--- src/odt_pkg.sv ---
// Operation
// - Hold time counts from first ODT high or a WRITE to first ODT low.
// - No termination while read data is driven; it returns after the postamble.
// - Dynamic termination is on when the write termination field is nonzero.
// - Nominal, write and park values come from MR1[10:8], MR2[11:9], MR5[8:6].
// - Without writes: nominal follows ODT with its latencies, park while ODT is low.
// - With dynamic termination on, write value starts ODTLcnw after any WRITE.
// - Write value ends ODTLcwn4 after a BC4 WRITE, ODTLcwn8 after BL8.
// - ODTLcnw is WL minus 2 with 1-clock preamble, WL minus 3 with 2-clock.
// - ODTLcwn4 adds 4/5, or 7/8 with CRC; ODTLcwn8 adds 6/7, or 7/8 with CRC.
// - Dynamic termination switching is disabled in DLL-off mode.
// - DODTLon and DODTLoff are CWL+AL+PL minus 2 or 3 by preamble mode.
// - Priority: read disable, then write, then nominal, then park termination.
// - After READ, off from RL-2/3 for BL/2 plus 2/3, plus 1 with CRC.
package odt_pkg;

    // ------------------------------------------------------------------
    // Register map
    // ------------------------------------------------------------------
    localparam logic [7:0] ADDR_MR1    = 8'h00;
    localparam logic [7:0] ADDR_MR2    = 8'h04;
    localparam logic [7:0] ADDR_MR5    = 8'h08;
    localparam logic [7:0] ADDR_CONFIG = 8'h0C;
    localparam logic [7:0] ADDR_STATUS = 8'h10;

    // Field positions inside the mode registers
    localparam int MR1_NOM_LSB  = 8;
    localparam int MR2_WR_LSB   = 9;
    localparam int MR5_PARK_LSB = 6;

    // Burst modes
    localparam logic [1:0] BURST_BL8 = 2'h0;
    localparam logic [1:0] BURST_BC4 = 2'h1;
    localparam logic [1:0] BURST_OTF = 2'h2;

    // Latency history depth in CK cycles
    localparam int HIST_DEPTH = 128;

    // Latency offsets and window lengths for 1-clock preamble, CRC off / on; 2-clock adds one
    localparam logic [6:0] CWN4_CRC_OFF = 7'h04;
    localparam logic [6:0] CWN4_CRC_ON  = 7'h07;
    localparam logic [6:0] CWN8_CRC_OFF = 7'h06;
    localparam logic [6:0] CWN8_CRC_ON  = 7'h07;
    localparam logic [6:0] PRE_LAT_1CK  = 7'h02;
    localparam logic [6:0] READ_BC4_LEN = 7'h04;
    localparam logic [6:0] READ_BL8_LEN = 7'h06;
    localparam logic [7:0] ODTH4_BASE   = 8'h04;
    localparam logic [7:0] ODTH8_BASE   = 8'h06;

    typedef enum logic [1:0]
    {
        RTT_OFF  = 2'b00,
        RTT_PARK = 2'b01,
        RTT_NOM  = 2'b10,
        RTT_WR   = 2'b11
    } rtt_sel_t;

    typedef struct packed
    {
        logic [1:0] burst;
        logic       dll_off;
        logic       crc;
        logic       pre2;
        logic [4:0] cl;
        logic [2:0] pl;
        logic [4:0] al;
        logic [4:0] cwl;
    } cfg_t;

    localparam cfg_t CFG_RESET = 23'h000000;

    typedef struct packed
    {
        logic ck;
        logic odt;
        logic wr;
        logic rd;
        logic bc4;
    } pins_t;

endpackage : odt_pkg

--- src/odt_ctrl.sv ---
// Chosen here: register access over APB and the address map.
`timescale 1ns/100ps
module odt_ctrl
(
    // Clock and control
    input  wire logic        clk_sys,
    input  wire logic        reset,
    input  wire logic        ce,
    // Memory pins, CK domain
    input  wire logic        ck,
    input  wire logic        odt,
    input  wire logic        cmd_write,
    input  wire logic        cmd_read,
    input  wire logic        cmd_bc4,
    // APB slave
    input  wire logic        psel,
    input  wire logic        penable,
    input  wire logic        pwrite,
    input  wire logic [7:0]  paddr,
    input  wire logic [31:0] pwdata,
    output logic      [31:0] prdata,
    output logic             pready,
    output logic             pslverr,
    // Termination outputs
    output odt_pkg::rtt_sel_t rtt_sel,
    output logic      [2:0]  rtt_value
);

    // ------------------------------------------------------------------
    // Pin synchronisers
    // ------------------------------------------------------------------
    odt_pkg::pins_t pins_meta;
    odt_pkg::pins_t pins_sync;
    logic           ck_prev;

    always_ff @(posedge clk_sys)
    begin
        if (reset)
        begin
            pins_meta <= 5'h00;
            pins_sync <= 5'h00;
            ck_prev   <= 1'b0;
        end
        else if (ce)
        begin
            pins_meta <= '{ck: ck, odt: odt, wr: cmd_write, rd: cmd_read, bc4: cmd_bc4};
            pins_sync <= pins_meta;
            ck_prev   <= pins_sync.ck;
        end
    end

    // Pins are stable around CK rise, so one clk_sys late still sees them
    wire ck_tick = pins_sync.ck & ~ck_prev;

    // ------------------------------------------------------------------
    // Registers
    // ------------------------------------------------------------------
    logic [2:0]    mr1_nom;
    logic [2:0]    mr2_wr;
    logic [2:0]    mr5_park;
    odt_pkg::cfg_t cfg;
    logic          hold_err;
    logic          nom_on;

    wire apb_setup  = psel & ~penable & ~pready;
    wire apb_done   = psel & penable & pready;
    wire apb_wr     = apb_done & pwrite;
    wire sel_mr1    = paddr == odt_pkg::ADDR_MR1;
    wire sel_mr2    = paddr == odt_pkg::ADDR_MR2;
    wire sel_mr5    = paddr == odt_pkg::ADDR_MR5;
    wire sel_cfg    = paddr == odt_pkg::ADDR_CONFIG;
    wire sel_status = paddr == odt_pkg::ADDR_STATUS;
    wire mapped     = sel_mr1 | sel_mr2 | sel_mr5 | sel_cfg | sel_status;

    // Dynamic termination needs a write value and a running DLL
    wire dyn_en = (|mr2_wr) & ~cfg.dll_off;

    wire [31:0] rd_mr1    = {21'h000000, mr1_nom, 8'h00};
    wire [31:0] rd_mr2    = {20'h00000, mr2_wr, 9'h000};
    wire [31:0] rd_mr5    = {23'h000000, mr5_park, 6'h00};
    wire [31:0] rd_cfg    = {9'h000, cfg};
    wire [31:0] rd_status = {27'h0000000, nom_on, hold_err, dyn_en, rtt_sel};
    wire [31:0] rd_mux    = sel_mr1 ? rd_mr1 :
                            sel_mr2 ? rd_mr2 :
                            sel_mr5 ? rd_mr5 :
                            sel_cfg ? rd_cfg :
                            sel_status ? rd_status : 32'h00000000;

    always_ff @(posedge clk_sys)
    begin
        if (reset)
        begin
            pready  <= 1'b0;
            pslverr <= 1'b0;
            prdata  <= 32'h00000000;
        end
        else if (ce)
        begin
            pready  <= apb_setup;
            pslverr <= apb_setup & ~mapped;
            prdata  <= apb_setup ? rd_mux : 32'h00000000;
        end
    end

    always_ff @(posedge clk_sys)
    begin
        if (reset)
        begin
            mr1_nom  <= 3'h0;
            mr2_wr   <= 3'h0;
            mr5_park <= 3'h0;
            cfg      <= odt_pkg::CFG_RESET;
        end
        else if (ce && apb_wr)
        begin
            if (sel_mr1)
                mr1_nom <= pwdata[odt_pkg::MR1_NOM_LSB +: 3];
            if (sel_mr2)
                mr2_wr <= pwdata[odt_pkg::MR2_WR_LSB +: 3];
            if (sel_mr5)
                mr5_park <= pwdata[odt_pkg::MR5_PARK_LSB +: 3];
            if (sel_cfg)
                cfg <= pwdata[22:0];
        end
    end

    // ------------------------------------------------------------------
    // Latencies in CK cycles
    // ------------------------------------------------------------------
    wire [6:0] pre_lat  = odt_pkg::PRE_LAT_1CK + {6'h00, cfg.pre2};
    wire [6:0] wl       = 7'(cfg.cwl) + 7'(cfg.al) + 7'(cfg.pl);
    wire [6:0] rl       = 7'(cfg.cl) + 7'(cfg.al) + 7'(cfg.pl);
    wire [6:0] dodtl    = wl - pre_lat;
    wire [6:0] odtl_cnw = wl - pre_lat;
    wire [6:0] cwn4_add = (cfg.crc ? odt_pkg::CWN4_CRC_ON : odt_pkg::CWN4_CRC_OFF)
                          + {6'h00, cfg.pre2};
    wire [6:0] cwn8_add = (cfg.crc ? odt_pkg::CWN8_CRC_ON : odt_pkg::CWN8_CRC_OFF)
                          + {6'h00, cfg.pre2};
    wire [6:0] rodt_off = rl - pre_lat;
    // BL/2 plus preamble term already folded into the base lengths
    wire [6:0] rd4_len  = odt_pkg::READ_BC4_LEN + {6'h00, cfg.pre2} + {6'h00, cfg.crc};
    wire [6:0] rd8_len  = odt_pkg::READ_BL8_LEN + {6'h00, cfg.pre2} + {6'h00, cfg.crc};

    // ------------------------------------------------------------------
    // CK-cycle history of pin events
    // ------------------------------------------------------------------
    logic [odt_pkg::HIST_DEPTH-1:0] odt_hist;
    logic [odt_pkg::HIST_DEPTH-1:0] wr_hist;
    logic [odt_pkg::HIST_DEPTH-1:0] rd_hist;
    logic [odt_pkg::HIST_DEPTH-1:0] bc4_hist;

    wire cmd_is_bc4 = (cfg.burst == odt_pkg::BURST_BC4) |
                      ((cfg.burst == odt_pkg::BURST_OTF) & pins_sync.bc4);
    // A write with dynamic termination off is not entered in the write history
    wire wr_take    = pins_sync.wr & dyn_en;

    wire [odt_pkg::HIST_DEPTH-1:0] next_odt_hist = {odt_hist[odt_pkg::HIST_DEPTH-2:0],
                                                    pins_sync.odt};
    wire [odt_pkg::HIST_DEPTH-1:0] next_wr_hist  = {wr_hist[odt_pkg::HIST_DEPTH-2:0],
                                                    wr_take};
    wire [odt_pkg::HIST_DEPTH-1:0] next_rd_hist  = {rd_hist[odt_pkg::HIST_DEPTH-2:0],
                                                    pins_sync.rd};
    wire [odt_pkg::HIST_DEPTH-1:0] next_bc4_hist = {bc4_hist[odt_pkg::HIST_DEPTH-2:0],
                                                    cmd_is_bc4};

    always_ff @(posedge clk_sys)
    begin
        if (reset)
        begin
            odt_hist <= '0;
            wr_hist  <= '0;
            rd_hist  <= '0;
            bc4_hist <= '0;
        end
        else if (ce && ck_tick)
        begin
            odt_hist <= next_odt_hist;
            wr_hist  <= next_wr_hist;
            rd_hist  <= next_rd_hist;
            bc4_hist <= next_bc4_hist;
        end
    end

    // ------------------------------------------------------------------
    // Window decode over the history
    // ------------------------------------------------------------------
    function automatic logic [6:0] odt_l_cwn(input logic is_bc4);
        odt_l_cwn = odtl_cnw + (is_bc4 ? cwn4_add : cwn8_add);
    endfunction : odt_l_cwn

    logic wr_window;
    logic rd_window;

    always_comb
    begin
        logic [6:0] idx;
        logic [6:0] wr_end;
        logic [6:0] rd_end;
        wr_window = 1'b0;
        rd_window = 1'b0;
        idx       = 7'h00;
        wr_end    = 7'h00;
        rd_end    = 7'h00;
        for (int i = 0; i < odt_pkg::HIST_DEPTH; i++)
        begin
            idx    = 7'(i);
            wr_end = odt_l_cwn(next_bc4_hist[i]);
            rd_end = rodt_off + (next_bc4_hist[i] ? rd4_len : rd8_len);
            if (next_wr_hist[i] && idx >= odtl_cnw && idx < wr_end)
                wr_window = 1'b1;
            if (next_rd_hist[i] && idx >= rodt_off && idx < rd_end)
                rd_window = 1'b1;
        end
    end

    // Nominal request follows ODT delayed by the direct latency
    wire nom_req = next_odt_hist[dodtl] & (|mr1_nom);
    wire park_ok = |mr5_park;

    // Driver release ends the read window, so read disable outranks all
    wire odt_pkg::rtt_sel_t next_sel = rd_window ? odt_pkg::RTT_OFF :
                                       wr_window ? odt_pkg::RTT_WR  :
                                       nom_req   ? odt_pkg::RTT_NOM :
                                       park_ok   ? odt_pkg::RTT_PARK :
                                                   odt_pkg::RTT_OFF;
    wire [2:0] next_value = (next_sel == odt_pkg::RTT_WR)   ? mr2_wr  :
                            (next_sel == odt_pkg::RTT_NOM)  ? mr1_nom :
                            (next_sel == odt_pkg::RTT_PARK) ? mr5_park : 3'h0;

    always_ff @(posedge clk_sys)
    begin
        if (reset)
        begin
            rtt_sel   <= odt_pkg::RTT_OFF;
            rtt_value <= 3'h0;
            nom_on    <= 1'b0;
        end
        else if (ce && ck_tick)
        begin
            rtt_sel   <= next_sel;
            rtt_value <= next_value;
            nom_on    <= nom_req;
        end
    end

    // ------------------------------------------------------------------
    // ODT hold time monitor
    // ------------------------------------------------------------------
    // Base figures plus one with the 2-clock preamble are checked; CRC margins
    // are the controller's concern, so a short CRC extension is not flagged.
    logic       hold_active;
    logic [7:0] hold_cnt;
    logic       odt_prev;

    wire [7:0] odth_min   = (cfg.burst == odt_pkg::BURST_BC4 ? odt_pkg::ODTH4_BASE
                                                              : odt_pkg::ODTH8_BASE)
                            + {7'h00, cfg.pre2};
    // A WRITE restarts the count only while ODT is held high
    wire       hold_start = ck_tick & pins_sync.odt & (~odt_prev | pins_sync.wr);
    wire       hold_end   = ck_tick & hold_active & ~pins_sync.odt & ~hold_start;
    wire       hold_short = hold_end & (hold_cnt < odth_min);
    wire       err_clear  = apb_wr & sel_status & pwdata[3];

    always_ff @(posedge clk_sys)
    begin
        if (reset)
        begin
            hold_active <= 1'b0;
            hold_cnt    <= 8'h00;
            odt_prev    <= 1'b0;
            hold_err    <= 1'b0;
        end
        else if (ce)
        begin
            if (ck_tick)
                odt_prev <= pins_sync.odt;
            if (hold_start)
            begin
                hold_active <= 1'b1;
                hold_cnt    <= 8'h01;
            end
            else if (hold_end)
                hold_active <= 1'b0;
            else if (ck_tick && hold_active && hold_cnt != 8'hFF)
                hold_cnt <= hold_cnt + 8'h01;
            // A new violation beats a clear in the same cycle
            if (hold_short)
                hold_err <= 1'b1;
            else if (err_clear)
                hold_err <= 1'b0;
        end
    end

endmodule : odt_ctrl

--- config.mk ---
export PLATFORM = sky130hd
export DESIGN_NAME = odt_ctrl
export DESIGN_NICKNAME = d
export VERILOG_FILES = /design/src/odt_pkg.sv /design/src/odt_ctrl.sv
export SDC_FILE = /design/constraint.sdc
export NUM_CORES = 2
export LEC_CHECK = 0
export ABC_AREA = 1
export BUFFER_PORTS_ARGS = -buffer_cell sky130_fd_sc_hd__buf_4
export CORE_ASPECT_RATIO = 0.7
export CORE_UTILIZATION = 30
export DETAILED_ROUTE_END_ITERATION = 12
export PLACE_DENSITY = 0.46
export SYNTH_ARGS = -nofsm -noshare
export SYNTH_HDL_FRONTEND = slang
export SYNTH_SLANG_ARGS = --single-unit
--- constraint.sdc ---
create_clock -name clk_sys -period 40.6 [get_ports clk_sys]
set_clock_uncertainty 0.2 [all_clocks]
set_input_delay 6.09 -clock clk_sys [delete_from_list [all_inputs] [get_ports clk_sys]]
set_output_delay 6.09 -clock clk_sys [all_outputs]
set_load 0.01 [all_outputs]
# Word level (Yosys, flattened, before mapping)
# Index checks and enable logic that the tools add are counted.
# word_totals
regBits	602
latchBits	0
ram_bits	0
rom_bits	0
in_bits	51
output_inout_bits	39
elab_cells	1933
mem_count	0
# op_classes
add_sub_neg	271
n_mul	0
div_mod_pow	0
n_lt_le_gt_ge	514
eq_ne	11
shifts	0
n_mux	537
bitwise_logic	33
reduce_logical	531
# op_table
op	count
$add 7x4->7	128
$add 7x5->7	128
$ge 7x7->1 const A	128
$lt 7x7->1 const A	128
$mux 5	129
$logic_and 1x1->1	516
$mux 4	128
$ge 6x7->1 const A	64
$lt 6x7->1 const A	64
$mux 1	263
$ge 5x7->1 const A	32
$lt 5x7->1 const A	32
$mux 23	5
$ge 4x7->1 const A	16
$lt 4x7->1 const A	16
$ge 3x7->1 const A	8
$lt 3x7->1 const A	8
$ge 1x7->1 const A	4
$ge 2x7->1 const A	4
$lt 1x7->1 const A	4
$lt 2x7->1 const A	4
$mux 8	3
$and 1x1->1	19
$eq 8x4->1 const B	2
26 further kinds	64

# Logic depth before layout (Yosys ltp)
# depth
ltp_word	141
ltp_mapped	35
depth_no_buf	33

# Least setup slack after synthesis
# OpenSTA, ideal clock, no wires.
# synth_path
path_type	register to register
start	register cfg[1] (netlist bit)
end	register rtt_value[1]
setup_ps	117
arrival_time_ps	12604
slack_ps	27679
path_stages_with_launch	25
cell_sequence	dfxtp_1 ha_1 fa_1 ha_1 inv_1 fa_1 or2_2 nand2_1 nand2_1 nor2_1 nand2_1 nand2_1 nor2_1 nand3_1 nand2_1 nor2_1 nand2_1 nor2_1 nand2_1 nor2_2 nand3_1 nand4_1 nand2_1 nor2_1 nor2_1
# synth_between
elab_chain_len	140
word_cells_on_any_way	783
classes_between	add/sub (131); order compare (256); eq/ne (3); mux (136); bitwise (1); reduce/logical (256)
# synth_rtl
item	line	text
start, declared	odt_ctrl.sv:61	odt_pkg::cfg_t cfg;
start signal, assigned	odt_ctrl.sv:112	cfg <= odt_pkg::CFG_RESET;
start signal, assigned	odt_ctrl.sv:123	cfg <= pwdata[22:0];
$add 5x5->6 *	odt_ctrl.sv:131	wire [6:0] wl = 7'(cfg.cwl) + 7'(cfg.al) + 7'(cfg.pl);
$add 6x3->7 *	odt_ctrl.sv:131	
$sub 7x3->7 *	odt_ctrl.sv:133, odt_ctrl.sv:134	
$add 7x4->7 / $ge 1x7->1 (equally long branches)	odt_ctrl.sv:188, odt_ctrl.sv:209	
$lt 1x7->1 / $logic_and 1x1->1 (equally long branches)	odt_ctrl.sv:209	if (next_wr_hist[i] && idx >= odtl_cnw && idx < wr_end)
$logic_and 1x1->1	odt_ctrl.sv:209	
$mux 1 (128 in series)	odt_ctrl.sv:209	
$mux 2 *	odt_ctrl.sv:222	wr_window ? odt_pkg::RTT_WR :
$mux 2 *	odt_ctrl.sv:221	wire odt_pkg::rtt_sel_t next_sel = rd_window ? odt_pkg::RTT_OFF :
$eq 2x1->1	odt_ctrl.sv:228	(next_sel == odt_pkg::RTT_PARK) ? mr5_park : 3'h0;
$mux 3	odt_ctrl.sv:228	
$mux 3	odt_ctrl.sv:227	(next_sel == odt_pkg::RTT_NOM) ? mr1_nom :
$mux 3 *	odt_ctrl.sv:226	wire [2:0] next_value = (next_sel == odt_pkg::RTT_WR) ? mr2_wr :
end signal, assigned	odt_ctrl.sv:241	rtt_value <= next_value;
end, declared	odt_ctrl.sv:26	output logic [2:0] rtt_value
# Mark *: on every way between the ends. The rest lies on a longest branch, timed or not. The select of a mux whose other input is x is not followed.
# A chain may end at the register's enable or synchronous reset.

# Final worst setup path
# layout_path
start	input ce
end	register bc4_hist[121] (netlist bit)
# layout_between
elab_chain_len	1
# layout_rtl
item	line	text
start, declared	odt_ctrl.sv:8	input wire logic ce,
$logic_and 1x1->1	odt_ctrl.sv:175	else if (ce && ck_tick)
end signal, assigned	odt_ctrl.sv:180	bc4_hist <= next_bc4_hist;
end, declared	odt_ctrl.sv:150	logic [odt_pkg::HIST_DEPTH-1:0] bc4_hist;
# Every way passes these cells.

==> flow_metrics.py <==
metrics = {
    "hold_path": {
        "hold_class": "reg2reg",
        "holdCritStartpoint": "wr_hist[12]",
    },
    "floorplanning": {
        "num_io_pins": 90,
        "core_mm2": 0.2050,
        "die_h_um": 382.2,
        "start_util_pct": 30.21,
        "die_area_mm2": 0.2083,
        "die_w_um": 545.1,
        "std_cell_rows": 139,
    },
    "placed_design": {
        "hpwl_um": 207400,
        "portBuffers": 71,
        "gp_congestion": 0.9731,
        "dp_cells": 12367,
    },
    "route": {
        "drc": 0,
        "drt_iter0_drc": 7209,
        "drt-total-wl_um": 287000,
        "ant_nets": 0,
        "vias": 66953,
        "avgRoutedWirePerCell_um": 22.97,
        "first_pass_iters": 8,
        "routed_via_density": 5.358,
    },
    "power": {
        "power_leakage_nw": 31.32,
        "vdd_drop_max_mv": 0.02385,
        "powerDensity_mw_per_mm2": 21.99,
    },
    "worst_setup_path": {
        "startpoint": "ce",
        "worst_path_most_repeated_cell": "buf_4",
        "worstPathArrival_ns": 9.78,
        "path_cells": "buf_4 > nand2_1 > nor2_4 > buf_4 > buf_4 > buf_4 > buf_4 > o21ai_0 > a21oi_1",
        "r2r_start": "cfg[18]",
        "endpoint_kind": "flop",
        "max_stage_delay_ns": 0.82,
        "criticalPathCategory": "in2reg",
        "cp_max_fo": 102,
        "crit_slowest_cell": "buf_4",
        "cp.required_ns": 41.03,
        "critPathLaunchType": "primary input",
    },
    "flow_run": {
        "cap_violations": 0,
    },
    "layout": {
        "synthToLayoutAreaGrowth_pct": 9.058,
        "utilization_pct": 32.94,
        "nNetsFinal": 10612,
        "fin_cells": 12497,
        "drive_gt1_share_pct": 4.812,
    },
    "cts": {
        "clockBufferDepth": 3,
        "htree_levels": 3,
        "cts_tree": "yes",
        "cts_setup_buffers": 0,
        "hold_buffers": 0,
        "numCtsBuffers": 71,
        "cts.sink_count": 589,
        "post_cts_resized": 0,
        "clk-insertion-delay-late_ns": 0.71,
        "cts.reportedPaths.clkPinSlew_ns": 0.07,
        "cts_root_buffer": "clkbuf_16",
    },
    "sta": {
        "timing.fmax_ghz": 0.1069,
        "worst_slew_pin_slew_ns": 1.353,
        "finalSetupViolations": 0,
        "hold_violations": 0,
        "rsz0062_at_grt": "no",
        "maxSlewViolCount": 0,
        "period_needed_ns": 9.351,
        "max_slew_margin_pct": 9.480,
        "setup_tns_ns": 0,
        "timing.hold.ws_ns": 0.2590,
        "fin_crit_sh_pct": 23.03,
    },
    "synthesis": {
        "synthTopCellsByCount": "nand2_1, nor2_1, inv_1",
        "yosysUniqueCellTypes": 53,
        "syn_avg_cell_area_um2": 6.249,
        "synth_area_mm2": 0.06194,
        "yosysMostFrequentCell": "nand2_1",
        "synth_top_area_share_pct": 19.04,
        "ys_async_sr_fraction_pct": 0,
        "synth.area.top_cells": "dfxtp_1, nand2_1, ha_1",
        "synth-edff-count": 0,
        "yosysSeqAreaShare_pct": 19.04,
        "synth_ff_type": "dfxtp_1",
        "yosys_warnings": 0,
        "synth-seq-cells": 589,
        "synth_cells": 9912,
        "synth_top_area_cell": "dfxtp_1",
    },
    "global_route": {
        "grt_util_all_layers_pct": 26.86,
        "grt_pass1_vias": 60816,
        "antenna_found_initial": 22,
        "grt_pass1_wl_um": 414500,
        "grt_start_max_net_pins": 224,
        "grt_overflow_total": 0,
    },
    "run_status": {
        "status": "complete, no violations",
    },
}
[placed cells by master, fill, tap and decap left out, types with 45 or more instances in the layout]
cell type | synthesis | layout
nand3_1 | 841 | 840
buf_4 | 42 | 217
fa_1 | 200 | 199
dfxtp_1 | 589 | 589
nor2_1 | 1104 | 1097
o21ai_0 | 850 | 850
inv_1 | 1043 | 1032
or2_2 | 61 | 61
ha_1 | 670 | 663
nand4_1 | 96 | 96
nand2_1 | 2447 | 2437
a21oi_1 | 959 | 959
xor2_1 | 100 | 100
xnor2_1 | 45 | 45
clkbuf_16 | 0 | 71
[critical path, delay by kind of cell]
kind	cells	cell delay, ns
AO/OA/AOI/OAI	2	0.36
buffers and inverters	5	2.88
AND/OR/NAND/NOR	2	0.22
[routing by layer]
layer / routed length [µm] / vias to the layer above / global-route usage, %
met3: 29290 / 282 / 6.332
li1: - / 32064 / -
met1: 140400 / 31993 / 41.36
met4: 6072 / 6 / 5.807
met5: 40 / - / 0
met2: 111200 / 2608 / 36.76
[state kept, by name, indices dropped and copies added (netlist names), 5 cells and up]
register	count
cfg	23
bc4_hist	126
wr_hist	126
prdata	23
odt_hist	127
pins_meta	5
rd_hist	126
hold_cnt	8
[area by class of cell]
type	count	area [µm²]
multi-input cells	7751	44060
clock buffers	96	2001
well taps	2749	3440
clock inverters	32	491.7
fillers	22415	137500
inverters	1054	3991
diodes	2	5.005
flip-flops and latches	589	11790
repair buffers	224	1769
[worst paths after layout]
| kind | slack [ns] | endpoint | depth (start not counted) |
|---|---|---|---|
| min | 0.26 | wr_hist[13] | 2 |
| max | 31.25 | bc4_hist[121] | 9 |
| min reg2reg | 0.26 | wr_hist[13] | 2 |
| max reg2reg | 32.39 | rtt_value[1] | 30 |
[report_power, final]
| group | internal [W] | switching [W] | total (W) |
|---|---|---|---|
| sequential | 0.000604 | 0.0000207 | 0.000625 |
| clock | 0.000403 | 0.000309 | 0.000712 |
| combinational | 0.0000518 | 0.0000967 | 0.000148 |
[per-stage QoR]
step | power [W] | area (µm²) | setup WS [ns]
2_1_floorplan | 0.0007326 | 61970 | 27.68
3_3_place_gp | 0.0007802 | 65050 | 30.69
3_5_place_dp | 0.0007843 | 65050 | 30.62
4_1_cts | 0.001498 | 67540 | 31.37
5_1_grt | 0.001543 | 67540 | 30.86
6_report | 0.001485 | 67550 | 31.25
[logic make-up after synthesis]
group / synth area share, %
AND/OR/NAND/NOR: 31.30
multiplexers: 0.01616
XOR/XNOR: 2.050
other: 0.006055
adder cells (fa/ha/maj): 20.00
buffers and inverters: 10.18
flip-flops: 19.04
AO/OA/AOI/OAI: 17.41
Note: power is estimated with default switching activity, not from simulation.
